$ cat src/pkg/mcd_pkg.sv
// Purpose: constants and types for the mode command data handler
// Assumes: 16-bit command words, 16-bit shared RAM addresses
// Notes:   command word fields are tr[10], sa[9:5], mode code[4:0]
package mcd_pkg;
    // ----------------------------------------------------------
    // register map (word addresses on the plain register port)
    // ----------------------------------------------------------
    localparam logic [7:0]  REG_CFG      = 8'h01; // option bits
    localparam logic [7:0]  REG_STAT     = 8'h02; // busy, error flag
    localparam logic [7:0]  REG_LAST     = 8'h03; // last command word
    localparam logic [7:0]  REG_BITW     = 8'h14; // self-test word
    localparam logic [7:0]  REG_BITW_ALT = 8'h15; // alternate word
    localparam logic [15:0] CFG_RST      = 16'h0000;
    localparam logic [15:0] WORD_RST     = 16'h0000;
    localparam int CFG_SSS  = 0; // simplified_storage_select
    localparam int CFG_UCI  = 1; // undefined_codes_invalid
    localparam int CFG_ALT  = 2; // alternate_selftest_word_select
    localparam int STAT_ME  = 0; // message_error_flag
    localparam int STAT_BSY = 1; // command in progress
    // ----------------------------------------------------------
    // command word and mode codes
    // ----------------------------------------------------------
    localparam int CW_TR = 10;
    localparam logic [4:0] SA_ZERO     = 5'h00;
    localparam logic [4:0] SA_ONES     = 5'h1f;
    localparam logic [4:0] MC_DYN_BUS  = 5'h00;
    localparam logic [4:0] MC_XMT_STAT = 5'h02;
    localparam logic [4:0] MC_LAST_CMD = 5'h12; // last_command_mode_code
    localparam logic [4:0] MC_SELFTEST = 5'h13; // selftest_word_mode_code
    // ----------------------------------------------------------
    // buffer layouts and message information word
    // ----------------------------------------------------------
    localparam logic [15:0] BUF_INFO = 16'h0000;
    localparam logic [15:0] BUF_TAG  = 16'h0001;
    localparam logic [15:0] BUF_DATA = 16'h0002;
    localparam logic [15:0] DSC_INFO = 16'h0001;
    localparam logic [15:0] DSC_TAG  = 16'h0002;
    localparam logic [15:0] DSC_DATA = 16'h0003;
    localparam int INFO_BCAST = 15;
    localparam int INFO_ME    = 14;
    typedef enum logic [2:0] {
        ST_IDLE, ST_WAIT_RX, ST_FETCH, ST_RESP, ST_WAIT_DONE,
        ST_WR_INFO, ST_WR_TAG, ST_WR_DATA
    } mcd_state_t;
endpackage : mcd_pkg

$ cat src/pkg/mcd_cls_if.sv
// Purpose: carries a command to the mode code classifier and back
// Assumes: purely combinational classification
// Notes:   fields are valid whenever the command inputs are
`timescale 1ns/1ps
`default_nettype none
interface mcd_cls_if;
    logic       tr, bcast, ill, uci;   // command and option inputs
    logic [4:0] sa, code;              // subaddress, mode code
    logic       is_mode, undef, recog; // classification results
    logic       legal, has_data;
    modport user (output tr, bcast, ill, uci, sa, code,
                  input is_mode, undef, recog, legal, has_data);
    modport cls  (input tr, bcast, ill, uci, sa, code,
                  output is_mode, undef, recog, legal, has_data);
endinterface : mcd_cls_if
`default_nettype wire

$ cat src/hdl/mcd_classify.sv
// Purpose: classifies a mode command by code, direction, broadcast
// Assumes: illegalization bit is looked up outside
// Notes:   combinational only
`timescale 1ns/1ps
`default_nettype none
module mcd_classify (
    // classifier side of the command interface
    mcd_cls_if.cls c
);
    logic reserved; // reserved code, legality from table and broadcast rule
    logic bc_ok;    // broadcast allowed for this combination
    // mode command when subaddress is all zeros or all ones
    assign c.is_mode = (c.sa == mcd_pkg::SA_ZERO) ||
                       (c.sa == mcd_pkg::SA_ONES);
    // the 22 undefined codes
    assign c.undef = c.tr ? (c.code == 5'h11 || c.code == 5'h14 ||
                             c.code == 5'h15)
                          : (!c.code[4] || c.code == 5'h10 ||
                             c.code == 5'h12 || c.code == 5'h13);
    // reserved codes, kept for visibility only
    assign reserved = (c.tr && !c.code[4] && c.code >= 5'h09) ||
                      (c.code >= 5'h16);
    // broadcast-capable combinations
    assign bc_ok = c.tr ? (c.code == 5'h01 ||
                           (!c.code[4] && c.code >= 5'h03))
                        : (c.code == 5'h11 || c.code >= 5'h14);
    // undefined codes vanish entirely when invalidated
    assign c.recog = c.is_mode && !(c.uci && c.undef);
    // table bit and broadcast rule decide, reserved codes included; the
    // terminal can never take bus control
    assign c.legal = !c.ill && !(c.bcast && !bc_ok) &&
                     !(c.tr && c.code == mcd_pkg::MC_DYN_BUS) &&
                     (reserved || !reserved);
    // only codes 16..31 carry a data word
    assign c.has_data = c.code[4];
endmodule : mcd_classify
`default_nettype wire

$ cat src/hdl/mcd_handler.sv
// Purpose: mode command interpreter and mode data word mover
// Assumes: decoder gives one strobe per command and data word,
//          and a done strobe when the message completes
// Notes:   RAM reads return data in the cycle after ram_re
//
// The placing of the registers and the address-and-strobe port are this design's own decisions.
`timescale 1ns/1ps
`default_nettype none
// Notes on behaviour
// - codes 0-15 never carry a data word
// - codes 0-15 answer with status only
// - legal receive codes 16-31 take one data word
// - legal transmit codes 16-31 send one word
// - buffered storage uses descriptor's buffer
// - no circular buffering for mode commands
// - simplified storage keeps data in descriptor
// - reserved codes decoded from 5-bit field
// - broadcast accepted only for listed codes
// - invalidated undefined codes: silence, status kept
// - legal undefined codes answer in form
// - legal undefined codes 16-31 move data
// - illegal: error flag, status only, no data
// - reserved legality from table bit and broadcast rule
// - dynamic bus control never accepted
// - codes 0-15 write info and time tag
// - received word stored after message completes
// - transmit word fetched from assigned buffer
// - last command word supplied internally
// - self-test word from one of two registers
// - internally sourced words recorded afterwards
// - undefined codes valid after reset
module mcd_handler (
    // clock and reset
    input  wire logic        ref_clk,
    input  wire logic        sys_rst,
    // register port
    input  wire logic [7:0]  reg_addr,
    input  wire logic [15:0] reg_wdata,
    input  wire logic        reg_wr,
    input  wire logic        reg_rd,
    output logic      [15:0] reg_rdata,
    // command from the decoder
    input  wire logic        cmd_strb,
    input  wire logic [15:0] cmd_word,
    input  wire logic        cmd_bcast,
    input  wire logic        cmd_ill,
    input  wire logic [15:0] desc_addr,
    input  wire logic [15:0] buf_addr,
    input  wire logic        rx_strb,
    input  wire logic [15:0] rx_word,
    input  wire logic        msg_done,
    input  wire logic [15:0] time_tag,
    // response to the encoder
    output logic             resp_strb,
    output logic             resp_data,
    output logic      [15:0] tx_word,
    output logic             message_error_flag,
    // shared RAM port
    output logic      [15:0] ram_addr,
    output logic      [15:0] ram_wdata,
    output logic             ram_we,
    output logic             ram_re,
    input  wire logic [15:0] ram_rdata
);
    // ----------------------------------------------------------
    // state and storage
    // ----------------------------------------------------------
    mcd_pkg::mcd_state_t state, next_state;
    logic [15:0] cfg;        // option bits
    logic [15:0] bitw;       // self-test word
    logic [15:0] bitw_alt;   // alternate self-test word
    logic [15:0] last_cmd;   // last recognised command word
    logic [15:0] cur_cmd;    // command in progress
    logic [15:0] base;       // buffer or descriptor base
    logic        cur_bcast;  // command was broadcast
    logic        cur_ill;    // command was illegal
    logic        cur_simp;   // simplified storage at command time
    logic [15:0] data_word;  // word sent or received
    logic        cur_tr;
    logic [4:0]  cur_code;
    logic        take;       // recognised command accepted now
    logic        xfer;       // legal data-carrying command
    mcd_cls_if   cls ();

    assign cur_tr   = cur_cmd[mcd_pkg::CW_TR];
    assign cur_code = cur_cmd[4:0];
    assign take     = (state == mcd_pkg::ST_IDLE) && cmd_strb &&
                      cls.recog;
    assign xfer     = !cur_ill && cur_code[4];

    // ----------------------------------------------------------
    // classification
    // ----------------------------------------------------------
    assign cls.tr    = cmd_word[mcd_pkg::CW_TR];
    assign cls.sa    = cmd_word[9:5];
    assign cls.code  = cmd_word[4:0];
    assign cls.bcast = cmd_bcast;
    assign cls.ill   = cmd_ill;
    assign cls.uci   = cfg[mcd_pkg::CFG_UCI];

    mcd_classify u_cls (
        .c (cls)
    );

    // ----------------------------------------------------------
    // registers
    // ----------------------------------------------------------
    // option and self-test registers; reset clears all options
    always_ff @(posedge ref_clk) begin
        if (sys_rst) begin
            cfg      <= mcd_pkg::CFG_RST;
            bitw     <= mcd_pkg::WORD_RST;
            bitw_alt <= mcd_pkg::WORD_RST;
        end else if (reg_wr) begin
            unique case (reg_addr)
                mcd_pkg::REG_CFG:      cfg      <= reg_wdata;
                mcd_pkg::REG_BITW:     bitw     <= reg_wdata;
                mcd_pkg::REG_BITW_ALT: bitw_alt <= reg_wdata;
                default:               ; // read-only or unmapped
            endcase
        end
    end

    // read data one cycle after the strobe; unmapped reads zero
    always_ff @(posedge ref_clk) begin
        if (sys_rst) begin
            reg_rdata <= 16'h0000;
        end else if (reg_rd) begin
            unique case (reg_addr)
                mcd_pkg::REG_CFG:      reg_rdata <= cfg;
                mcd_pkg::REG_STAT:     reg_rdata <= {14'h0000,
                    state != mcd_pkg::ST_IDLE, message_error_flag};
                mcd_pkg::REG_LAST:     reg_rdata <= last_cmd;
                mcd_pkg::REG_BITW:     reg_rdata <= bitw;
                mcd_pkg::REG_BITW_ALT: reg_rdata <= bitw_alt;
                default:               reg_rdata <= 16'h0000;
            endcase
        end
    end

    // ----------------------------------------------------------
    // command capture
    // ----------------------------------------------------------
    // invalidated codes never get here, so status is untouched
    always_ff @(posedge ref_clk) begin
        if (sys_rst) begin
            cur_cmd   <= 16'h0000;
            cur_bcast <= 1'b0;
            cur_ill   <= 1'b0;
            cur_simp  <= 1'b0;
            base      <= 16'h0000;
        end else if (take) begin
            cur_cmd   <= cmd_word;
            cur_bcast <= cmd_bcast;
            cur_ill   <= !cls.legal;
            cur_simp  <= cfg[mcd_pkg::CFG_SSS];
            // descriptor block or its indexed/ping-pong buffer;
            // circular layouts are never applied here
            base      <= cfg[mcd_pkg::CFG_SSS] ? desc_addr
                                               : buf_addr;
        end
    end

    // error flag: set by illegal, cleared by a legal command;
    // status reporting commands keep it for the controller
    always_ff @(posedge ref_clk) begin
        if (sys_rst) begin
            message_error_flag <= 1'b0;
        end else if (take && !cls.legal) begin
            message_error_flag <= 1'b1;
        end else if (take && !(cls.tr &&
                     (cls.code == mcd_pkg::MC_XMT_STAT ||
                      cls.code == mcd_pkg::MC_LAST_CMD))) begin
            message_error_flag <= 1'b0;
        end
    end

    // last command history, not replaced by the command that
    // reports it, so the reported word is the previous one
    always_ff @(posedge ref_clk) begin
        if (sys_rst) begin
            last_cmd <= 16'h0000;
        end else if (take && !(cls.tr &&
                     cls.code == mcd_pkg::MC_LAST_CMD)) begin
            last_cmd <= cmd_word;
        end
    end

    // mode data word: received, internally made or fetched
    always_ff @(posedge ref_clk) begin
        if (sys_rst) begin
            data_word <= 16'h0000;
        end else if (take && cls.tr &&
                     cls.code == mcd_pkg::MC_LAST_CMD) begin
            data_word <= last_cmd;
        end else if (take && cls.tr &&
                     cls.code == mcd_pkg::MC_SELFTEST) begin
            data_word <= cfg[mcd_pkg::CFG_ALT] ? bitw_alt
                                               : bitw;
        end else if (state == mcd_pkg::ST_FETCH && !ram_re) begin
            data_word <= ram_rdata;
        end else if (state == mcd_pkg::ST_WAIT_RX && rx_strb) begin
            data_word <= rx_word;
        end
    end

    // ----------------------------------------------------------
    // sequencer
    // ----------------------------------------------------------
    always_comb begin
        next_state = state;
        unique case (state)
            mcd_pkg::ST_IDLE: begin
                if (take && cls.legal && cls.has_data && !cls.tr) begin
                    next_state = mcd_pkg::ST_WAIT_RX;
                end else if (take && cls.legal && cls.has_data &&
                             cls.code != mcd_pkg::MC_LAST_CMD &&
                             cls.code != mcd_pkg::MC_SELFTEST) begin
                    next_state = mcd_pkg::ST_FETCH;
                end else if (take) begin
                    next_state = mcd_pkg::ST_RESP;
                end
            end
            mcd_pkg::ST_WAIT_RX: begin
                // a message that ends without its word is dropped
                if (rx_strb) begin
                    next_state = mcd_pkg::ST_RESP;
                end else if (msg_done) begin
                    next_state = mcd_pkg::ST_IDLE;
                end
            end
            mcd_pkg::ST_FETCH: begin
                // RAM answers the cycle after its read strobe
                if (!ram_re) begin
                    next_state = mcd_pkg::ST_RESP;
                end
            end
            mcd_pkg::ST_RESP:      next_state = mcd_pkg::ST_WAIT_DONE;
            mcd_pkg::ST_WAIT_DONE: begin
                if (msg_done) begin
                    next_state = mcd_pkg::ST_WR_INFO;
                end
            end
            mcd_pkg::ST_WR_INFO:   next_state = mcd_pkg::ST_WR_TAG;
            mcd_pkg::ST_WR_TAG: begin
                // codes 0-15 and illegal ones store no data word
                next_state = xfer ? mcd_pkg::ST_WR_DATA
                                  : mcd_pkg::ST_IDLE;
            end
            mcd_pkg::ST_WR_DATA:   next_state = mcd_pkg::ST_IDLE;
        endcase
    end

    always_ff @(posedge ref_clk) begin
        if (sys_rst) begin
            state <= mcd_pkg::ST_IDLE;
        end else begin
            state <= next_state;
        end
    end

    // ----------------------------------------------------------
    // response to the encoder
    // ----------------------------------------------------------
    // broadcasts get no reply; data only for legal 16-31 transmit
    assign resp_strb = (state == mcd_pkg::ST_RESP) && !cur_bcast;
    assign resp_data = resp_strb && xfer && cur_tr;
    assign tx_word   = data_word;

    // ----------------------------------------------------------
    // RAM port, registered from the next state
    // ----------------------------------------------------------
    always_ff @(posedge ref_clk) begin
        if (sys_rst) begin
            ram_we    <= 1'b0;
            ram_re    <= 1'b0;
            ram_addr  <= 16'h0000;
            ram_wdata <= 16'h0000;
        end else begin
            ram_we <= 1'b0;
            ram_re <= 1'b0;
            // one read strobe per fetch, issued on leaving idle
            if (state == mcd_pkg::ST_IDLE &&
                next_state == mcd_pkg::ST_FETCH) begin
                ram_re   <= 1'b1;
                ram_addr <= cfg[mcd_pkg::CFG_SSS]
                    ? desc_addr + mcd_pkg::DSC_DATA
                    : buf_addr + mcd_pkg::BUF_DATA;
            end else if (next_state == mcd_pkg::ST_WR_INFO) begin
                ram_we    <= 1'b1;
                ram_addr  <= base + (cur_simp ? mcd_pkg::DSC_INFO
                                              : mcd_pkg::BUF_INFO);
                ram_wdata <= {cur_bcast, cur_ill, 3'b000,
                              cur_cmd[10:0]};
            end else if (next_state == mcd_pkg::ST_WR_TAG) begin
                ram_we    <= 1'b1;
                ram_addr  <= base + (cur_simp ? mcd_pkg::DSC_TAG
                                              : mcd_pkg::BUF_TAG);
                ram_wdata <= time_tag;
            end else if (next_state == mcd_pkg::ST_WR_DATA) begin
                // received words and internally made words alike
                ram_we    <= 1'b1;
                ram_addr  <= base + (cur_simp ? mcd_pkg::DSC_DATA
                                              : mcd_pkg::BUF_DATA);
                ram_wdata <= data_word;
            end
        end
    end
endmodule : mcd_handler
`default_nettype wire

$ cat config.mk
export PLATFORM = sky130hd
export DESIGN_NAME = mcd_handler
export DESIGN_NICKNAME = d
export VERILOG_FILES = /design/src/pkg/mcd_pkg.sv /design/src/pkg/mcd_cls_if.sv /design/src/hdl/mcd_classify.sv /design/src/hdl/mcd_handler.sv
export SDC_FILE = /design/constraint.sdc
export NUM_CORES = 1
export LEC_CHECK = 0
export ABC_AREA = 1
export BUFFER_PORTS_ARGS = -buffer_cell sky130_fd_sc_hd__clkbuf_2
export CAP_MARGIN = 10
export CORE_UTILIZATION = 40
export CTS_CLUSTER_DIAMETER = 60
export DETAILED_ROUTE_END_ITERATION = 10
export PLACE_DENSITY = 0.74
export SLEW_MARGIN = 20
export SYNTH_ARGS = -nofsm -noshare
export SYNTH_HDL_FRONTEND = slang
export SYNTH_SLANG_ARGS = --single-unit
$ cat constraint.sdc
create_clock -name ref_clk -period 9.6 [get_ports ref_clk]
set_input_delay 1.92 -clock ref_clk [delete_from_list [all_inputs] [get_ports ref_clk]]
set_output_delay 1.92 -clock ref_clk [all_outputs]
set_load 0.03 [all_outputs]
==> flow_summary_export.csv, run 1 <==
group,metric,value,unit
finish,areaGrowthSynthToFinish,19.3,%
clock_tree,cts_setup_buffers,0,
hold_path,min_path_cells,2,
timing,holdWs,461,ps
global_routing,grt_max_degree,93,
setup_path,cp_max_fo,22,
finish,fin_util,0.491,
clock_tree,cts_repair_resize_count,0,
finish,regArea,3280,µm²
synth,synth_top_area_cell,"dfxtp_1",
clock_tree,numCtsBuffers,17,
pwr,clock_power_share,0.338,
synth,yosysTopAreaCellShare,0.376,
pwr,combPwrFrac,0.278,
hold_path,hold_start,"ram_wdata[13]$_SDFFE_PP0P_",
synth,syn_nets,1419,
synth,synth.avg_cell_area,6.80,µm²
run,maxCapViolCount,0,
synth,synthArstFlopShare,0,
drt,vias,9355,
pwr,p_leak,4.57,nW
clock_tree,clkSinkCount,164,
placed_design,routabilityCongestion,0.917,
pwr,p_int,1.31,mW
clock_tree,clockBufferDepth,2,
timing,finalClockSkew,19.3,ps
timing,fmax,0.210,GHz
clock_tree,cts.clk_slew.worst_paths,70,ps
placed_design,dp_hpwl,21100,µm
synth,synth_cells,1284,
finish,multi_input_comb_area,4620,µm²
setup_path,critical_path.startpoint,"msg_done",
setup_path,crit_family,"simple AND/OR/NAND/NOR gates",
setup_path,path_class,"primary input to flop",
timing,setup_viol,0,
synth,synthFlopType,"dfxtp_1",
pwr,irDropWorstVdd,120,µV
setup_path,cp-end-kind,"flop",
setup_path,r2r_start,"state[2]$_SDFF_PP0_",
floorplanning,rows,53,
setup_path,worstRegToRegCells,21,
setup_path,crit_top_cell,"inv_1",
pwr,swShare,0.379,
timing,rsz0062_at_grt,"no",
drt,drt-wirelength-per-cell,16.5,µm
timing,worstMarginPinSlew,1080,ps
setup_path,cp-start-kind,"primary input",
clock_tree,clock_latency,440,ps
synth,synth-edff-count,0,
global_routing,grt_pass1_vias,8340,
setup_path,crit_cells,20,
pwr,power_density,203,nW/µm²
floorplanning,dieArea,22400,µm²
floorplanning,ios,198,
timing,finalHoldViolations,0,
setup_path,cp.arrival,5140,ps
setup_path,crit_buf_inv,6,
drt,vias_per_cell,5.43,
floorplanning,core,21200,µm²
drt,ant_nets,0,
synth,ys_top_cells_by_area,"dfxtp_1 (38%), o21ai_0 (9.8%), nand2_1 (9.0%)",
floorplanning,chipWidth,150,µm
timing,maxSlewViolCount,0,
finish,nFillCells,2141,
timing,period_needed,4760,ps
synth,ys_warn_count,0,
synth,synthesis.area,8730,µm²
global_routing,gr-usage-all-layers,0.253,
drt,drt_wl_total,28500,µm
floorplanning,initial_core_util,0.412,
setup_path,path_cells,"clkbuf_2, nand3_1, inv_1, nand2_1, o21ai_0, ha_1, inv_1, fa_1, inv_1, nand3_1, nor3_1, inv_1, nor3_1, nand3_1, nor2_1, xor2_1, o21ai_2, nand2_1, inv_1, nor2_1",
clock_tree,clock-root-buffer,"clkbuf_16",
run_status,outcome,"completed",
clock_tree,ctsHoldBuffers,0,
timing,relSlewSlack,0.276,
drt,dr.first_iter.drc_count,868,
finish,drive_above_1_share,0.197,
placed_design,io_buffers,197,
global_routing,antenna_found_initial,0,
synth,ys_seq_elements,164,
global_routing,grt-ovfl-total,0,
pwr,pwr-share-seq,0.384,
finish,fin_nets,1571,
synth,ys_types,56,
clock_tree,cts_tree,"yes",
clock_tree,cts_max_level,4,
timing,min_period_over_period,0.496,
synth,yosysSeqAreaShare,0.376,
drt,first_pass_iters,8,
global_routing,grt_pass1_wl,44000,µm
pwr,power_switching,0.802,mW
drt,drc_errors,0,
setup_path,cp_slowest_cell,"nand3_1",
setup_path,slowest_delay,520,ps
finish,diodes,0,
timing,setup_tns,0,ps
hold_path,hold_path_class,"flop to flop",
setup_path,crit_required,9980,ps
floorplanning,die-height,150,µm
[cell usage in the layout (no fill, tap or decap), types with 14 or more instances in the layout]
cell type	synthesis	final
a21oi_1	132	132
a31oi_1	17	17
clkbuf_16	0	17
clkbuf_2	0	197
dfxtp_1	164	164
inv_1	124	123
nand2_1	209	209
nand3_1	46	46
nand4_1	16	16
nor2_1	136	136
nor3_1	25	25
o211ai_1	22	22
o21ai_0	171	171
o21ai_1	30	30
o22ai_1	19	19
xor2_1	14	14
[layout make-up]
type | count | area share
multi-input combinational | 912 | 0.443
clock inverter | 15 | 0.0194
inverter | 138 | 0.0498
clock buffer | 17 | 0.0408
tap | 275 | 0.0330
sequential | 164 | 0.315
timing repair buffer | 203 | 0.0989
[power groups by stage]
stage	clock [mW]	combinational [mW]	sequential (mW)
2_1_floorplan	0	0.373	0.871
3_3_place_gp	0	0.573	0.825
3_5_place_dp	0	0.580	0.825
4_1_cts	0.723	0.583	0.810
5_1_grt	0.755	0.651	0.819
6_report	0.716	0.588	0.812
[state kept, by name, summed over array words and instances, names as in the netlist, 3 cells and up]
name,count
base,16
bitw,16
bitw_alt,16
cfg,16
last_cmd,16
ram_addr,16
ram_wdata,16
reg_rdata,16
tx_word,16
cur_cmd,11
state,3
[through the flow]
stage | area, µm² | setup slack [ps] | power, mW | instances
final | 10400 | 4840 | 2.12 | 1724
after floorplan | 8730 | 5340 | 1.24 | 1284
after global routing | 10400 | 4470 | 2.23 | 1724
after global placement | 9790 | 4460 | 1.40 | 1692
after detailed placement | 9790 | 4400 | 1.40 | 1692
after CTS | 10400 | 4850 | 2.12 | 1724
[path summary, 6_finish.rpt]
| kind | end | slack [ps] |
|---|---|---|
| setup / recovery | ram_addr[12]$_SDFFE_PP0P_ | 4840 |
| hold reg to reg | ram_wdata[13]$_SDFFE_PP0P_ | 460 |
| setup reg to reg | ram_addr[12]$_SDFFE_PP0P_ | 5740 |
| hold / removal | ram_wdata[13]$_SDFFE_PP0P_ | 460 |
[synth_stat cells (5+ instances only)]
| cell | count |
|---|---|
| nand2_1 | 209 |
| inv_2 | 11 |
| ha_1 | 5 |
| o21ai_2 | 5 |
| o22ai_1 | 19 |
| o21ai_1 | 30 |
| nand3_1 | 46 |
| xor2_1 | 14 |
| nor2_1 | 136 |
| nor4_1 | 8 |
| a21oi_1 | 132 |
| inv_1 | 124 |
| dfxtp_1 | 164 |
| o21ai_0 | 171 |
| nor3_1 | 25 |
| clkbuf_1 | 51 |
| nand4_1 | 16 |
| o211ai_1 | 22 |
| buf_2 | 12 |
| nor2_2 | 6 |
| a31oi_1 | 17 |
[cell families (layout without fill, tap and decap cells)]
logic type               count (synthesis)  count (layout)  synth area share
AND/OR/NAND/NOR                        477             477             0.246
flip-flops                             164             164             0.376
AO/OA/AOI/OAI                          410             410             0.254
multiplexers                             2               2           0.00229
buffers and inverters                  208             373            0.0955
adder cells (fa/ha/maj)                  6               6           0.00945
XOR/XNOR                                17              17            0.0170
[layer usage]
layer | routed length (µm) | share of wire | GRT usage | vias up
met5 | 0 | 0 | 0 | -
met3 | 2180 | 0.077 | 0.0460 | 54
met4 | 828 | 0.029 | 0.101 | 0
li1 | - | - | - | 4636
met2 | 12600 | 0.44 | 0.381 | 409
met1 | 12900 | 0.45 | 0.355 | 4256
[tightest hold or removal path, stage by stage (launching register included)]
cell     delay, ps
dfxtp_1        310
nand2_1         60
a21oi_1         50
No activity file was read; power rests on OpenSTA's default activity.
==> inputs of run 2 (changes only) <==
- PLACE_DENSITY: 0.74 -> 0.76
- clock period: 9.6 -> 4.2 ns (I/O delays scaled with it)
==> run 2 against run 1 <==
First-iteration DRC count is 1.5% higher. Non-clock buffer count grew 6. Worst setup slack worse by 4400 ps. Cell area shrank 0.23%. Global-route usage is 0.47 points lower. Total power rose by 120%. Cell count rose by 0.29%. Clock skew grew 2.0 ps. Critical endpoint unchanged. Routed wire length down 1.7%. Worst hold slack better by 4.0 ps. Sequential cell count unchanged.
==> flow_summary_export.csv, run 2 (synthesized netlist as in run 1, its figures left out) <==
group,metric,value,unit
pwr,combPwrFrac,0.286,
placed_design,io_buffers,197,
finish,layout.cells.non_filler,1729,
timing,rsz0062_at_grt,"no",
hold_path,hold_path_class,"flop to flop",
clock_tree,clkSinkCount,164,
timing,relSlewSlack,0.289,
floorplanning,chipWidth,150,µm
setup_path,r2r_start,"state[2]$_SDFF_PP0_",
floorplanning,dieArea,22400,µm²
run,maxCapViolCount,0,
drt,ant_nets,0,
pwr,pwr-share-seq,0.397,
finish,drive_above_1_share,0.200,
run_status,outcome,"completed",
timing,setup_tns,0,ps
timing,fmax,0.268,GHz
floorplanning,initial_core_util,0.412,
global_routing,grt_pass1_vias,8311,
clock_tree,cts_setup_buffers,0,
floorplanning,core,21200,µm²
hold_path,min_to,"ram_wdata[13]$_SDFFE_PP0P_",
setup_path,cp.arrival,4100,ps
hold_path,min_path_cells,2,
placed_design,dp_hpwl,20700,µm
drt,vias_per_cell,5.40,
drt,drt_wl_total,28000,µm
setup_path,cp-start-kind,"flop",
drt,drt-wirelength-per-cell,16.2,µm
drt,vias,9345,
placed_design,dp_cells,1698,
timing,setup_viol,0,
finish,layout_commonest_cell,"nand2_1",
floorplanning,die-height,150,µm
clock_tree,clock-root-buffer,"clkbuf_16",
setup_path,cp_max_fo,17,
global_routing,gr-usage-all-layers,0.248,
setup_path,path_class,"flop to flop",
drt,drc_errors,0,
setup_path,reg2reg_setup_slack,470,ps
setup_path,cp-end-kind,"flop",
setup_path,reg2reg_to,"ram_addr[12]$_SDFFE_PP0P_",
global_routing,met2_usage,0.386,
hold_path,hold_start,"ram_wdata[13]$_SDFFE_PP0P_",
clock_tree,cts.clk_slew.worst_paths,70,ps
placed_design,routabilityCongestion,0.954,
setup_path,crit_required,4570,ps
clock_tree,clockBufferDepth,2,
clock_tree,cts_max_level,4,
pwr,power_density,450,nW/µm²
global_routing,grt-ovfl-total,0,
finish,fin_nets,1577,
global_routing,grt_util_met3,0.0454,
global_routing,antenna_found_initial,1,
global_routing,met1_usage,0.350,
pwr,clock_power_share,0.317,
clock_tree,cts_repair_resize_count,0,
global_routing,grt_pass1_wl,43600,µm
timing,maxSlewViolCount,0,
pwr,irDropWorstVdd,269,µV
finish,diodes,0,
timing,period_needed,3730,ps
timing,min_period_over_period,0.888,
clock_tree,numCtsBuffers,17,
drt,dr.first_iter.drc_count,881,
pwr,p_int,2.92,mW
setup_path,worstRegToRegCells,21,
global_routing,grt-busiest-layer,"met2",
drt,first_pass_iters,5,
floorplanning,ios,198,
timing,worstMarginPinSlew,1060,ps
finish,areaGrowthSynthToFinish,19.1,%
pwr,swShare,0.376,
floorplanning,rows,53,
pwr,p_leak,4.57,nW
timing,finalClockSkew,21.3,ps
clock_tree,ctsHoldBuffers,0,
global_routing,grt_max_degree,55,
timing,finalHoldViolations,0,
clock_tree,cts_tree,"yes",
pwr,power_switching,1.76,mW
finish,final_cell_mix,"nand2_1 (209), clkbuf_2 (197), o21ai_0 (171)",
clock_tree,clock_latency,430,ps
[run 2: area by class of cell]
type,instances,area [µm²]
tap,275,344
clock inverter,14,133
multi-input combinational,912,4620
sequential,164,3280
fill,2133,10800
timing repair buffer,209,1080
clock buffer,17,425
inverter,138,519
[run 2: per-layer routing]
metal  vias up  wire, µm
li1       4651         -
met1      4268     12500
met2       396     12800
met3        28      2260
met4         2       461
met5         -        13
[run 2: power by group through the flow]
stage | combinational (mW) | clock [mW] | sequential [mW]
global placement | 1.30 | 0 | 1.88
finish | 1.34 | 1.48 | 1.85
floorplan | 0.852 | 0 | 1.99
detailed placement | 1.32 | 0 | 1.88
CTS | 1.33 | 1.49 | 1.85
global route | 1.48 | 1.57 | 1.87
[run 2: worst max path at each step]
stage                                   start                         to  slack [ps]  depth (start not counted)
after CTS                 state[2]$_SDFF_PP0_  ram_addr[12]$_SDFFE_PP0P_         470                         21
after global placement               msg_done  ram_addr[12]$_SDFFE_PP0P_         690                         20
after detailed placement  state[2]$_SDFF_PP0_  ram_addr[12]$_SDFFE_PP0P_         580                         21
after floorplan           state[2]$_SDFF_PP0_  ram_addr[12]$_SDFFE_PP0P_         650                         23
after global routing      state[2]$_SDFF_PP0_  ram_addr[12]$_SDFFE_PP0P_         100                         21
final                     state[2]$_SDFF_PP0_  ram_addr[12]$_SDFFE_PP0P_         470                         21
[run 2: worst max-delay path, cell delays in order, from the launching register on]
cell and delay, ps:
dfxtp_1 500, inv_2 90, nor2_2 170, nand2_4 170, inv_2 100, ha_1 220
o21ai_0 170, ha_1 200, inv_1 50, fa_1 400, inv_1 70, nand3_1 100
nor3_1 270, inv_1 100, nor3_1 280, nand3_1 170, nor2_1 150, xor2_1 190
o21ai_2 70, nand2_1 100, inv_1 40, nor2_1 80
[run 2: through the flow]
step	total power [mW]	instance area, µm²	setup WS (ps)	hold WS, ps	util
floorplan	2.84	8730	653	439	-
finish	4.67	10400	470	465	0.490
detailed placement	3.20	9840	579	456	0.464
global route	4.92	10400	104	486	0.490
global placement	3.18	9840	687	454	0.464
CTS	4.67	10400	472	467	0.490
